## src/design/io_mux_pkg.sv

```systemverilog
package io_mux_pkg;
  localparam int NUM_LINES = 32;
  // register byte offsets
  localparam logic [7:0] OFF_FUNC_EN   = 8'h00;
  localparam logic [7:0] OFF_FUNC_DIS  = 8'h04;
  localparam logic [7:0] OFF_FUNC_STAT = 8'h08;
  localparam logic [7:0] OFF_OUT_EN    = 8'h10;
  localparam logic [7:0] OFF_OUT_DIS   = 8'h14;
  localparam logic [7:0] OFF_OUT_STAT  = 8'h18;
  localparam logic [7:0] OFF_FILT_EN   = 8'h20;
  localparam logic [7:0] OFF_FILT_DIS  = 8'h24;
  localparam logic [7:0] OFF_FILT_STAT = 8'h28;
  localparam logic [7:0] OFF_SET_DATA  = 8'h30;
  localparam logic [7:0] OFF_CLR_DATA  = 8'h34;
  localparam logic [7:0] OFF_DATA_STAT = 8'h38;
  localparam logic [7:0] OFF_PIN_STAT  = 8'h3C;
  localparam logic [7:0] OFF_IRQ_EN    = 8'h40;
  localparam logic [7:0] OFF_IRQ_DIS   = 8'h44;
  localparam logic [7:0] OFF_IRQ_MASK  = 8'h48;
  localparam logic [7:0] OFF_IRQ_STAT  = 8'h4C;
  localparam logic [7:0] OFF_MD_EN     = 8'h50;
  localparam logic [7:0] OFF_MD_DIS    = 8'h54;
  localparam logic [7:0] OFF_MD_STAT   = 8'h58;
  localparam logic [7:0] OFF_PU_DIS    = 8'h60;
  localparam logic [7:0] OFF_PU_EN     = 8'h64;
  localparam logic [7:0] OFF_PU_STAT   = 8'h68;
  localparam logic [7:0] OFF_SEL_A     = 8'h70;
  localparam logic [7:0] OFF_SEL_B     = 8'h74;
  localparam logic [7:0] OFF_SEL_STAT  = 8'h78;
  localparam logic [7:0] OFF_SYNC_EN   = 8'hA0;
  localparam logic [7:0] OFF_SYNC_DIS  = 8'hA4;
  localparam logic [7:0] OFF_SYNC_STAT = 8'hA8;
  localparam logic [7:0] OFF_SYNC_DATA = 8'hAC;
  // reset values
  localparam logic [31:0] RST_ALL_ONES = 32'hFFFF_FFFF;
  localparam logic [31:0] RST_ZERO     = 32'h0000_0000;
  // fixed map positions
  localparam int LINE_FAST_IRQ = 19;
  localparam int LINE_IRQ_0    = 20;
  localparam int LINE_IRQ_1    = 30;
  localparam int LINE_AN_LO    = 17;

  typedef struct packed {
    logic [31:0] o;
    logic [31:0] oe;
  } periph_drive_t;

  typedef struct packed {
    logic [31:0] o;
    logic [31:0] oe;
    logic [31:0] pu;
  } pad_drive_t;
endpackage

```

## src/design/io_line_mux_controller.sv

```systemverilog
`timescale 1ns/1ns
module io_line_mux_controller
  import io_mux_pkg::*;
#(
  parameter int LINES = NUM_LINES
) (
  // clock and reset
  input  wire logic               pclk,
  input  wire logic               presetn,
  // apb slave
  input  wire logic               psel,
  input  wire logic               penable,
  input  wire logic               pwrite,
  input  wire logic [7:0]         paddr,
  input  wire logic [31:0]        pwdata,
  output logic                    pready,
  output logic                    pslverr,
  output logic [31:0]             prdata,
  // peripheral functions
  input  wire periph_drive_t      periph_a,
  input  wire periph_drive_t      periph_b,
  output logic [31:0]             periph_in,
  output logic                    fast_irq_input,
  output logic                    ext_irq_input_0,
  output logic                    ext_irq_input_1,
  output logic [3:0]              analog_sel,
  // pads
  input  wire logic [31:0]        pad_in,
  output pad_drive_t              pad,
  // interrupt
  output logic                    irq
);
  logic [31:0] func_reg, oe_reg, filt_reg, data_reg, imask_reg, istat_reg;
  logic [31:0] md_reg, pu_reg, selb_reg, sync_reg;
  logic [31:0] sync1_reg, sync2_reg, prev_reg, filt_q_reg, level;
  logic        wr, rd, acc, rd_clr;
  logic [31:0] rdata;
  logic        mapped;
  periph_drive_t sel_drv;
  logic [31:0] drv_o, drv_oe;

  assign acc = psel & penable;
  assign wr  = acc & pwrite;
  assign rd  = acc & ~pwrite;
  // a status read clears only the bits it returned
  assign rd_clr = rd && paddr == OFF_IRQ_STAT;

  always_ff @(posedge pclk or negedge presetn) begin
    if (!presetn) begin
      func_reg <= RST_ALL_ONES;
    end else if (wr && paddr == OFF_FUNC_EN) begin
      func_reg <= func_reg | pwdata;
    end else if (wr && paddr == OFF_FUNC_DIS) begin
      func_reg <= func_reg & ~pwdata;
    end
  end

  always_ff @(posedge pclk or negedge presetn) begin
    if (!presetn) begin
      oe_reg <= RST_ZERO;
    end else if (wr && paddr == OFF_OUT_EN) begin
      oe_reg <= oe_reg | pwdata;
    end else if (wr && paddr == OFF_OUT_DIS) begin
      oe_reg <= oe_reg & ~pwdata;
    end
  end

  always_ff @(posedge pclk or negedge presetn) begin
    if (!presetn) begin
      filt_reg <= RST_ZERO;
    end else if (wr && paddr == OFF_FILT_EN) begin
      filt_reg <= filt_reg | pwdata;
    end else if (wr && paddr == OFF_FILT_DIS) begin
      filt_reg <= filt_reg & ~pwdata;
    end
  end

  always_ff @(posedge pclk or negedge presetn) begin
    if (!presetn) begin
      imask_reg <= RST_ZERO;
    end else if (wr && paddr == OFF_IRQ_EN) begin
      imask_reg <= imask_reg | pwdata;
    end else if (wr && paddr == OFF_IRQ_DIS) begin
      imask_reg <= imask_reg & ~pwdata;
    end
  end

  always_ff @(posedge pclk or negedge presetn) begin
    if (!presetn) begin
      md_reg <= RST_ZERO;
    end else if (wr && paddr == OFF_MD_EN) begin
      md_reg <= md_reg | pwdata;
    end else if (wr && paddr == OFF_MD_DIS) begin
      md_reg <= md_reg & ~pwdata;
    end
  end

  always_ff @(posedge pclk or negedge presetn) begin
    if (!presetn) begin
      pu_reg <= RST_ALL_ONES;
    end else if (wr && paddr == OFF_PU_EN) begin
      pu_reg <= pu_reg | pwdata;
    end else if (wr && paddr == OFF_PU_DIS) begin
      pu_reg <= pu_reg & ~pwdata;
    end
  end

  // peripheral select
  // select b sets the bit, select a clears it
  always_ff @(posedge pclk or negedge presetn) begin
    if (!presetn) begin
      selb_reg <= RST_ZERO;
    end else if (wr && paddr == OFF_SEL_B) begin
      selb_reg <= selb_reg | pwdata;
    end else if (wr && paddr == OFF_SEL_A) begin
      selb_reg <= selb_reg & ~pwdata;
    end
  end

  always_ff @(posedge pclk or negedge presetn) begin
    if (!presetn) begin
      sync_reg <= RST_ZERO;
    end else if (wr && paddr == OFF_SYNC_EN) begin
      sync_reg <= sync_reg | pwdata;
    end else if (wr && paddr == OFF_SYNC_DIS) begin
      sync_reg <= sync_reg & ~pwdata;
    end
  end

  // output data latch
  always_ff @(posedge pclk or negedge presetn) begin
    if (!presetn) begin
      data_reg <= RST_ZERO;
    end else if (wr && paddr == OFF_SET_DATA) begin
      data_reg <= data_reg | pwdata;
    end else if (wr && paddr == OFF_CLR_DATA) begin
      data_reg <= data_reg & ~pwdata;
    end else if (wr && paddr == OFF_SYNC_DATA) begin
      // one-write update
      // sync data touches only lines enabled for it
      data_reg <= (data_reg & ~sync_reg) | (pwdata & sync_reg);
    end
  end

  always_ff @(posedge pclk or negedge presetn) begin
    if (!presetn) begin
      // pins idle high under the reset pull-ups
      sync1_reg <= RST_ALL_ONES;
      sync2_reg <= RST_ALL_ONES;
    end else begin
      sync1_reg <= pad_in;
      sync2_reg <= sync1_reg;
    end
  end

  always_ff @(posedge pclk or negedge presetn) begin
    if (!presetn) begin
      filt_q_reg <= RST_ALL_ONES;
    end else begin
      filt_q_reg <= sync2_reg;
    end
  end

  // filtered lines need two equal samples to change
  generate
    for (genvar i = 0; i < LINES; i++) begin : g_lvl
      assign level[i] = (filt_reg[i] && sync2_reg[i] != filt_q_reg[i]) ?
                        prev_reg[i] : sync2_reg[i];
    end
  endgenerate

  always_ff @(posedge pclk or negedge presetn) begin
    if (!presetn) begin
      prev_reg  <= RST_ALL_ONES;
      istat_reg <= RST_ZERO;
    end else begin
      prev_reg <= level;
      istat_reg <= ((rd_clr ? ~prdata : RST_ALL_ONES) & istat_reg)
                   | (level ^ prev_reg);
    end
  end

  always_comb begin
    for (int i = 0; i < NUM_LINES; i++) begin
      sel_drv.o[i]  = selb_reg[i] ? periph_b.o[i]  : periph_a.o[i];
      sel_drv.oe[i] = selb_reg[i] ? periph_b.oe[i] : periph_a.oe[i];
    end
    drv_o  = (func_reg & data_reg) | (~func_reg & sel_drv.o);
    drv_oe = (func_reg & oe_reg)   | (~func_reg & sel_drv.oe);
  end

  always_comb begin
    mapped = 1'b1;
    rdata  = RST_ZERO;
    unique case (paddr)
      OFF_FUNC_STAT: rdata = func_reg;
      OFF_OUT_STAT:  rdata = oe_reg;
      OFF_FILT_STAT: rdata = filt_reg;
      OFF_DATA_STAT: rdata = data_reg;
      OFF_PIN_STAT:  rdata = level;
      OFF_IRQ_MASK:  rdata = imask_reg;
      OFF_IRQ_STAT:  rdata = istat_reg;
      OFF_MD_STAT:   rdata = md_reg;
      OFF_PU_STAT:   rdata = ~pu_reg;
      OFF_SEL_STAT:  rdata = selb_reg;
      OFF_SYNC_STAT: rdata = sync_reg;
      OFF_FUNC_EN, OFF_FUNC_DIS, OFF_OUT_EN, OFF_OUT_DIS, OFF_FILT_EN,
      OFF_FILT_DIS, OFF_SET_DATA, OFF_CLR_DATA, OFF_IRQ_EN, OFF_IRQ_DIS,
      OFF_MD_EN, OFF_MD_DIS, OFF_PU_EN, OFF_PU_DIS, OFF_SEL_A, OFF_SEL_B,
      OFF_SYNC_EN, OFF_SYNC_DIS, OFF_SYNC_DATA: rdata = RST_ZERO;
      default: mapped = 1'b0;
    endcase
  end

  // apb answer, no wait states
  always_ff @(posedge pclk or negedge presetn) begin
    if (!presetn) begin
      pready  <= 1'b0;
      pslverr <= 1'b0;
      prdata  <= RST_ZERO;
    end else begin
      pready  <= psel & ~penable;
      pslverr <= psel & ~penable & ~mapped;
      prdata  <= (psel & ~penable & ~pwrite) ? rdata : RST_ZERO;
    end
  end

  // pad and peripheral outputs
  always_ff @(posedge pclk or negedge presetn) begin
    if (!presetn) begin
      pad       <= '{o: RST_ZERO, oe: RST_ZERO, pu: RST_ALL_ONES};
      periph_in <= RST_ZERO;
    end else begin
      pad.o  <= drv_o & ~md_reg;
      pad.oe <= drv_oe & ~(md_reg & drv_o);
      pad.pu <= pu_reg;
      periph_in <= level;
    end
  end

  always_ff @(posedge pclk or negedge presetn) begin
    if (!presetn) begin
      fast_irq_input  <= 1'b0;
      ext_irq_input_0 <= 1'b0;
      ext_irq_input_1 <= 1'b0;
      analog_sel      <= 4'h0;
    end else begin
      // each input reads its pin only while its function is chosen
      fast_irq_input  <= ~func_reg[LINE_FAST_IRQ] & selb_reg[LINE_FAST_IRQ] &
                         level[LINE_FAST_IRQ];
      ext_irq_input_0 <= ~func_reg[LINE_IRQ_0] & selb_reg[LINE_IRQ_0] &
                         level[LINE_IRQ_0];
      ext_irq_input_1 <= ~func_reg[LINE_IRQ_1] & ~selb_reg[LINE_IRQ_1] &
                         level[LINE_IRQ_1];
      // analog lines 17-20
      // analog only when general, output off and pull-up off
      analog_sel <= ~oe_reg[LINE_AN_LO +: 4] & func_reg[LINE_AN_LO +: 4] &
                    ~pu_reg[LINE_AN_LO +: 4];
    end
  end

  always_ff @(posedge pclk or negedge presetn) begin
    if (!presetn) begin
      irq <= 1'b0;
    end else begin
      irq <= |(istat_reg & imask_reg);
    end
  end
endmodule // io_line_mux_controller

```

## config.mk

```make
export PLATFORM = sky130hd
export DESIGN_NAME = io_line_mux_controller
export DESIGN_NICKNAME = d
export VERILOG_FILES = /design/src/design/io_mux_pkg.sv /design/src/design/io_line_mux_controller.sv
export SDC_FILE = /design/constraint.sdc
export NUM_CORES = 1
export LEC_CHECK = 0
export ABC_AREA = 1
export BUFFER_PORTS_ARGS = -buffer_cell sky130_fd_sc_hd__buf_2
export CAP_MARGIN = 10
export CORE_ASPECT_RATIO = 0.6
export CORE_MARGIN = 4
export CORE_UTILIZATION = 55
export DETAILED_ROUTE_END_ITERATION = 8
export PLACE_DENSITY = 0.75
export SETUP_SLACK_MARGIN = 0.2
export SLEW_MARGIN = 20
export SYNTH_ARGS = -nofsm -noshare
export SYNTH_HDL_FRONTEND = slang
export SYNTH_SLANG_ARGS = --single-unit
```

## constraint.sdc

```tcl
create_clock -name pclk -period 1.8 [get_ports pclk]
set_input_delay 0.27 -clock pclk [delete_from_list [all_inputs] [get_ports pclk]]
set_output_delay 0.27 -clock pclk [all_outputs]
set_load 0.02 [all_outputs]
```

==> metrics.cfg, run 1 <==
[run_status]
status=completed

[logic_synthesis]
synth.area.top_cells=dfrtp_1 (33%), dfstp_2 (20%), nand2_1 (16%), inv_1 (7.7%), nand3_1 (6.9%)
yosys.area.top_type=dfrtp_1
synth_top_area_frac=0.330
syn-instance-count=3902
ys_seq_area_frac=0.526
syn_area_per_cell_um2=7.67
yosys_warnings=0
ys_types=30
synth-seq-cells=618
syn_area_mm2=0.0299
syn-num-nets=4107

[layout]
multi_input_area_mm2=0.0111
nets=4582
syn2layout_area_growth_pct=22.0
fill_cells=4281
regArea_mm2=0.0157
final_layout_size_suffix_gt1_frac=0.204
final_cells=5130

[floorplanning]
start_util=0.563
io_pins=375
die_w_um=309
core_mm2=0.0532
die_h_um=189
die_area_mm2=0.0583
row_count=65

[setup_path]
slowest_stage=dfstp_2
cp-end-kind=output pin
path_max_fanout=1
worstPathArrival_ns=1.30
slowest_delay_ns=0.54
path_delay_family=flip-flops
worst_ep_required_time_ns=1.53
worstSetupPathType=register to output pin
worst_setup_path_start_kind=register
cp_cell_sequence=buf_2
cp.buffers_inverters=1

[clock_tree]
numCtsBuffers=56
cts.reportedPaths.clkPinSlew_ns=0.07
cts_sinks=618
cts_tree=yes
cts_root_buf=clkbuf_16
post_cts_buffers=0
clock_latency_ns=0.62
htree_levels=2
clk_path_buf_depth=3

[timing]
setup_viol=0
final_hold_viol_count=0
rsz0062_at_grt=no
period_needed_ns=1.57
period_share=0.874
slew_viol_final=0
fin_skew_ns=0.0193
max_freq_ghz=0.636
hold_slack_ns=0.0180
maxSlewHeadroom=0.425
tightest_slew_ns=0.862

[power]
power.density_mw_per_mm2=823
p_leak_nw=19.2
peakVddDrop_mv=0.690

[placement]
dp.cells=4955
port_buffers=374
dp.final_hpwl_mm=68.3
place_congestion=0.921

[run]
drv_cap=0

[global_route]
antenna_found_initial=4
grt_usage=0.338
grt_max_degree=77
grt_pass1_wl_mm=153
first_global_vias=26700
grt_overflow=0

[hold_path]
hold_path_class=input port to register

[drt]
dr.first_iter.drc_count=3482
drt-pass1-iter-count=6
routed_wl_mm=99.9
num_vias=28300
drtAntennaViolNets=0
wl_per_cell_um=19.5
route.detailed.drc=0
avgViaCountPerCell=5.52

==> layout make-up <==
cell class / instances / area share
multi-input combinational: 2478 / 0.305
antenna: 3 / 0.000206
clock inverter: 28 / 0.00737
sequential: 618 / 0.431
inverter: 627 / 0.0645
timing repair buffer: 596 / 0.123
clock buffer: 77 / 0.0450
tap: 703 / 0.0241
==> logic make-up after synthesis <==
family | Yosys count | share of synthesized area
DFF | 618 | 0.526
xor gates and xnor gates | 28 | 0.00820
buffers and inverters | 806 | 0.106
and+or+nand+nor | 1933 | 0.265
AOI/OAI and AO/OA | 517 | 0.0945
==> worst paths after layout <==
kind	start	to	slack (ns)	cells past startpoint
min	periph_b[7]	pad[39]	0.02	5
max	pad[18]	pad[18]	0.23	1
min reg2reg	sync1_reg[26]	sync2_reg[26]	0.35	0
max in group asynchronous	presetn	sync1_reg[10]	0.81	4
min in group asynchronous	presetn	prdata[4]	0.18	2
max reg2reg	register	pad[49]	0.25	6
==> placed cells by master (no fill, tap or decap), types with 60 or more instances in the layout <==
cell	count
nor2_1	232
buf_2	368
dlygate4sd3_1	67
o21ai_1	88
nand3_1	409
nand2_1	1242
inv_1	616
dfrtp_1	394
buf_4	100
o21ai_0	348
buf_12	60
dfstp_2	224
==> layer usage <==
metal | wire length (µm) | GRT usage
met5 | 24 | 0
met1 | 41500 | 0.493
met3 | 13500 | 0.100
met4 | 3360 | 0.106
met2 | 41500 | 0.488
==> power by group <==
part / switching [mW] / internal, mW
clock network: 5.58 / 6.97
registers: 0.313 / 14.5
logic: 1.76 / 0.903
total: 7.65 / 22.4
==> Yosys cell counts, drive strengths merged <==
master and n:
or2 3, xor2 11, o211ai 40, clkbuf 88
buf 91, o21ai 436, a221oi 4, nor2 249
xnor2 17, nand4 7, nand2 1251, dfstp 224
a21oi 4, inv 627, nor3 9, nand3 414
dfrtp 394, a22o 5, o221ai 28
==> stage by stage <==
step	instance area (µm²)	setup slack [ns]	power (mW)	setup TNS, ns	utilization
5_1_grt	36500	0.201	31.0	0	0.686
3_3_place_gp	33900	-0.0765	17.5	-1.31	0.637
3_5_place_dp	33900	-0.155	17.6	-6.29	0.637
2_1_floorplan	29900	0.344	16.2	0	-
6_report	36500	0.227	30.0	0	0.686
4_1_cts	36500	0.202	30.1	0	0.686
==> repair_timing <==
item / 4_1_cts / 5_1_grt
endpoints found under the hold margin: 306 / 0
gates resized for setup: 2 / 6
endpoints found under the setup margin: 2 / 4
hold buffers: 67 / 0
pin swaps: 0 / 0
(Power assumes the default switching activity.)
==> inputs of run 2 (changes only) <==
- CELL_PAD_IN_SITES_DETAIL_PLACEMENT: not set -> 1
- CELL_PAD_IN_SITES_GLOBAL_PLACEMENT: not set -> 2
- CORE_UTILIZATION: 55 -> 34
- PLACE_DENSITY: 0.75 -> 0.79
==> run 2 against run 1 <==
Worst hold slack gained 0.0090 ns. Combinational power grew 10%. Critical endpoint is now pad[3]. Routed wire length grew 22%. Critical path depth is the same. Cell count grew 11%.
==> metrics.cfg, run 2 (synthesized netlist as in run 1, its figures left out) <==
[run_status]
status=completed

[timing]
max_freq_ghz=0.628  ; -1.2%
final_hold_viol_count=0  ; unchanged
setup_viol=0  ; unchanged
tightest_slew_ns=0.827  ; -0.0357 ns
maxSlewHeadroom=0.449  ; +0.0238
period_share=0.885  ; +0.0107
hold_slack_ns=0.0270  ; +0.00900 ns
timing.final.ws_setup_ns=0.208  ; -0.0192 ns
slew_viol_final=0  ; unchanged
period_needed_ns=1.59  ; +0.0192 ns
fin_skew_ns=0.0248  ; +0.00550 ns
rsz0062_at_grt=yes

[setup_path]
reg2reg_depth=6  ; unchanged
slowest_stage=dfstp_2
cp.buffers_inverters=1  ; unchanged
path_delay_family=flip-flops
worstSetupPathType=register to output pin
cp_cell_sequence=buf_6
r2r_end=irq
slowest_delay_ns=0.56  ; +0.02 ns
worstPathArrival_ns=1.32  ; +0.02 ns
path_max_fanout=1  ; unchanged
worst_ep_required_time_ns=1.53  ; about the same
worst_setup_path_start_kind=register
cp-end-kind=output pin
rrSetupSlack_ns=0.21  ; -0.04 ns

[layout]
fill_cells=10500  ; +150%
final_cell_mix=nand2_1 (1243), inv_1 (608), nand3_1 (410)
syn2layout_area_growth_pct=29.7
final_cells=5710  ; +11%
nets=4713  ; +2.9%
final_core_util=0.449  ; -0.237
mostFrequentLayoutCell=nand2_1
final_layout_size_suffix_gt1_frac=0.209  ; +0.00536

[floorplanning]
start_util=0.346  ; -0.216
die_h_um=238  ; +26%
die_w_um=391  ; +26%
die_area_mm2=0.0930  ; +59%
core_mm2=0.0864  ; +62%
io_pins=375  ; unchanged
row_count=83  ; +28%

[clock_tree]
cts_root_buf=clkbuf_16
htree_levels=2  ; unchanged
cts.reportedPaths.clkPinSlew_ns=0.06  ; about the same
numCtsBuffers=60  ; +7.1%
cts_sinks=618  ; unchanged
clk_path_buf_depth=3  ; unchanged
clock_latency_ns=0.67  ; +0.05 ns
cts_tree=yes

[run]
drv_cap=0  ; unchanged

[drt]
dr.first_iter.drc_count=2009  ; -42%
route.detailed.drc=0  ; unchanged
wl_per_cell_um=21.4  ; +9.9%
num_vias=28200  ; -0.24%
drt-pass1-iter-count=5  ; -1
avgViaCountPerCell=4.94  ; -10%
drtAntennaViolNets=0  ; unchanged
routed_wl_mm=122  ; +22%

[power]
finalPower_mw=31.5  ; +4.9%
peakVddDrop_mv=0.691  ; +0.15%
power.density_mw_per_mm2=812  ; -1.4%
p_leak_nw=19.9  ; +3.7%

[placement]
place_congestion=0.840  ; -8.8%
dp.cells=5429  ; +9.6%
dp.final_hpwl_mm=86.3  ; +26%
pre_cts_ws_ns=-0.535  ; -0.380 ns
port_buffers=374  ; unchanged

[global_route]
grt_overflow=0  ; unchanged
first_global_vias=28900  ; +8.3%
antenna_found_initial=7  ; +3
grt_usage=0.260  ; -0.0784
grt_pass1_wl_mm=185  ; +21%
grt_max_degree=97  ; +26%

[hold_path]
min_from=periph_b[31]
hold_path_class=input port to register
hold_depth=5  ; unchanged
whs_endpoint=pad[63]

## run 2: metal layers
layer | global-route usage | share of wire | vias up
li1 | - | - | 13300
met1 | 0.386 | 0.48 | 14000
met2 | 0.401 | 0.44 | 757
met3 | 0.0435 | 0.062 | 126
met4 | 0.0500 | 0.018 | 2
met5 | 0 | 0.00011 | -
## run 2: where the power goes
group          total [mW]  switching (mW)  internal (mW)
registers            14.9           0.336           14.5
clock network        13.7            5.88           7.83
logic                2.93            1.87           1.06
total                31.5            8.09           23.4
## run 2: worst max path at each step
stage | startpoint | to | slack, ns | cells past startpoint
after floorplan | paddr[1] | register | 0.34 | 9
after global placement | paddr[7] | register | -0.44 | 10
after detailed placement | paddr[7] | register | -0.53 | 10
after CTS | pad[3] | pad[3] | 0.16 | 1
after global routing | pad[3] | pad[3] | 0.16 | 1
final | pad[3] | pad[3] | 0.21 | 1
## run 2: what timing repair did
item / 4_1_cts / 5_1_grt
pin swaps: 1 / 1
setup buffers: 0 / 10
hold buffers: 154 / 0
endpoints found under the setup margin: 38 / 77
gates resized for setup: 62 / 19
hold endpoints to repair: 425 / 0
gates cloned: 0 / 1
## run 2: through the flow
step	area [µm²]	setup TNS, ns
2_1_floorplan	29900	0
3_3_place_gp	34900	-35.02
3_5_place_dp	34900	-49.11
4_1_cts	38700	0
5_1_grt	38800	0
6_report	38800	0
## run 2: layout make-up
class / count / area, µm² / area share
multi-input cells: 2479 / 11100 / 0.287
clock inverters: 20 / 267 / 0.00687
repair buffers: 722 / 6010 / 0.155
diodes: 4 / 10.0 / 0.000258
clock buffers: 93 / 1830 / 0.0471
well taps: 1147 / 1440 / 0.0370
flip-flops and latches: 618 / 15800 / 0.406
inverters: 627 / 2360 / 0.0607
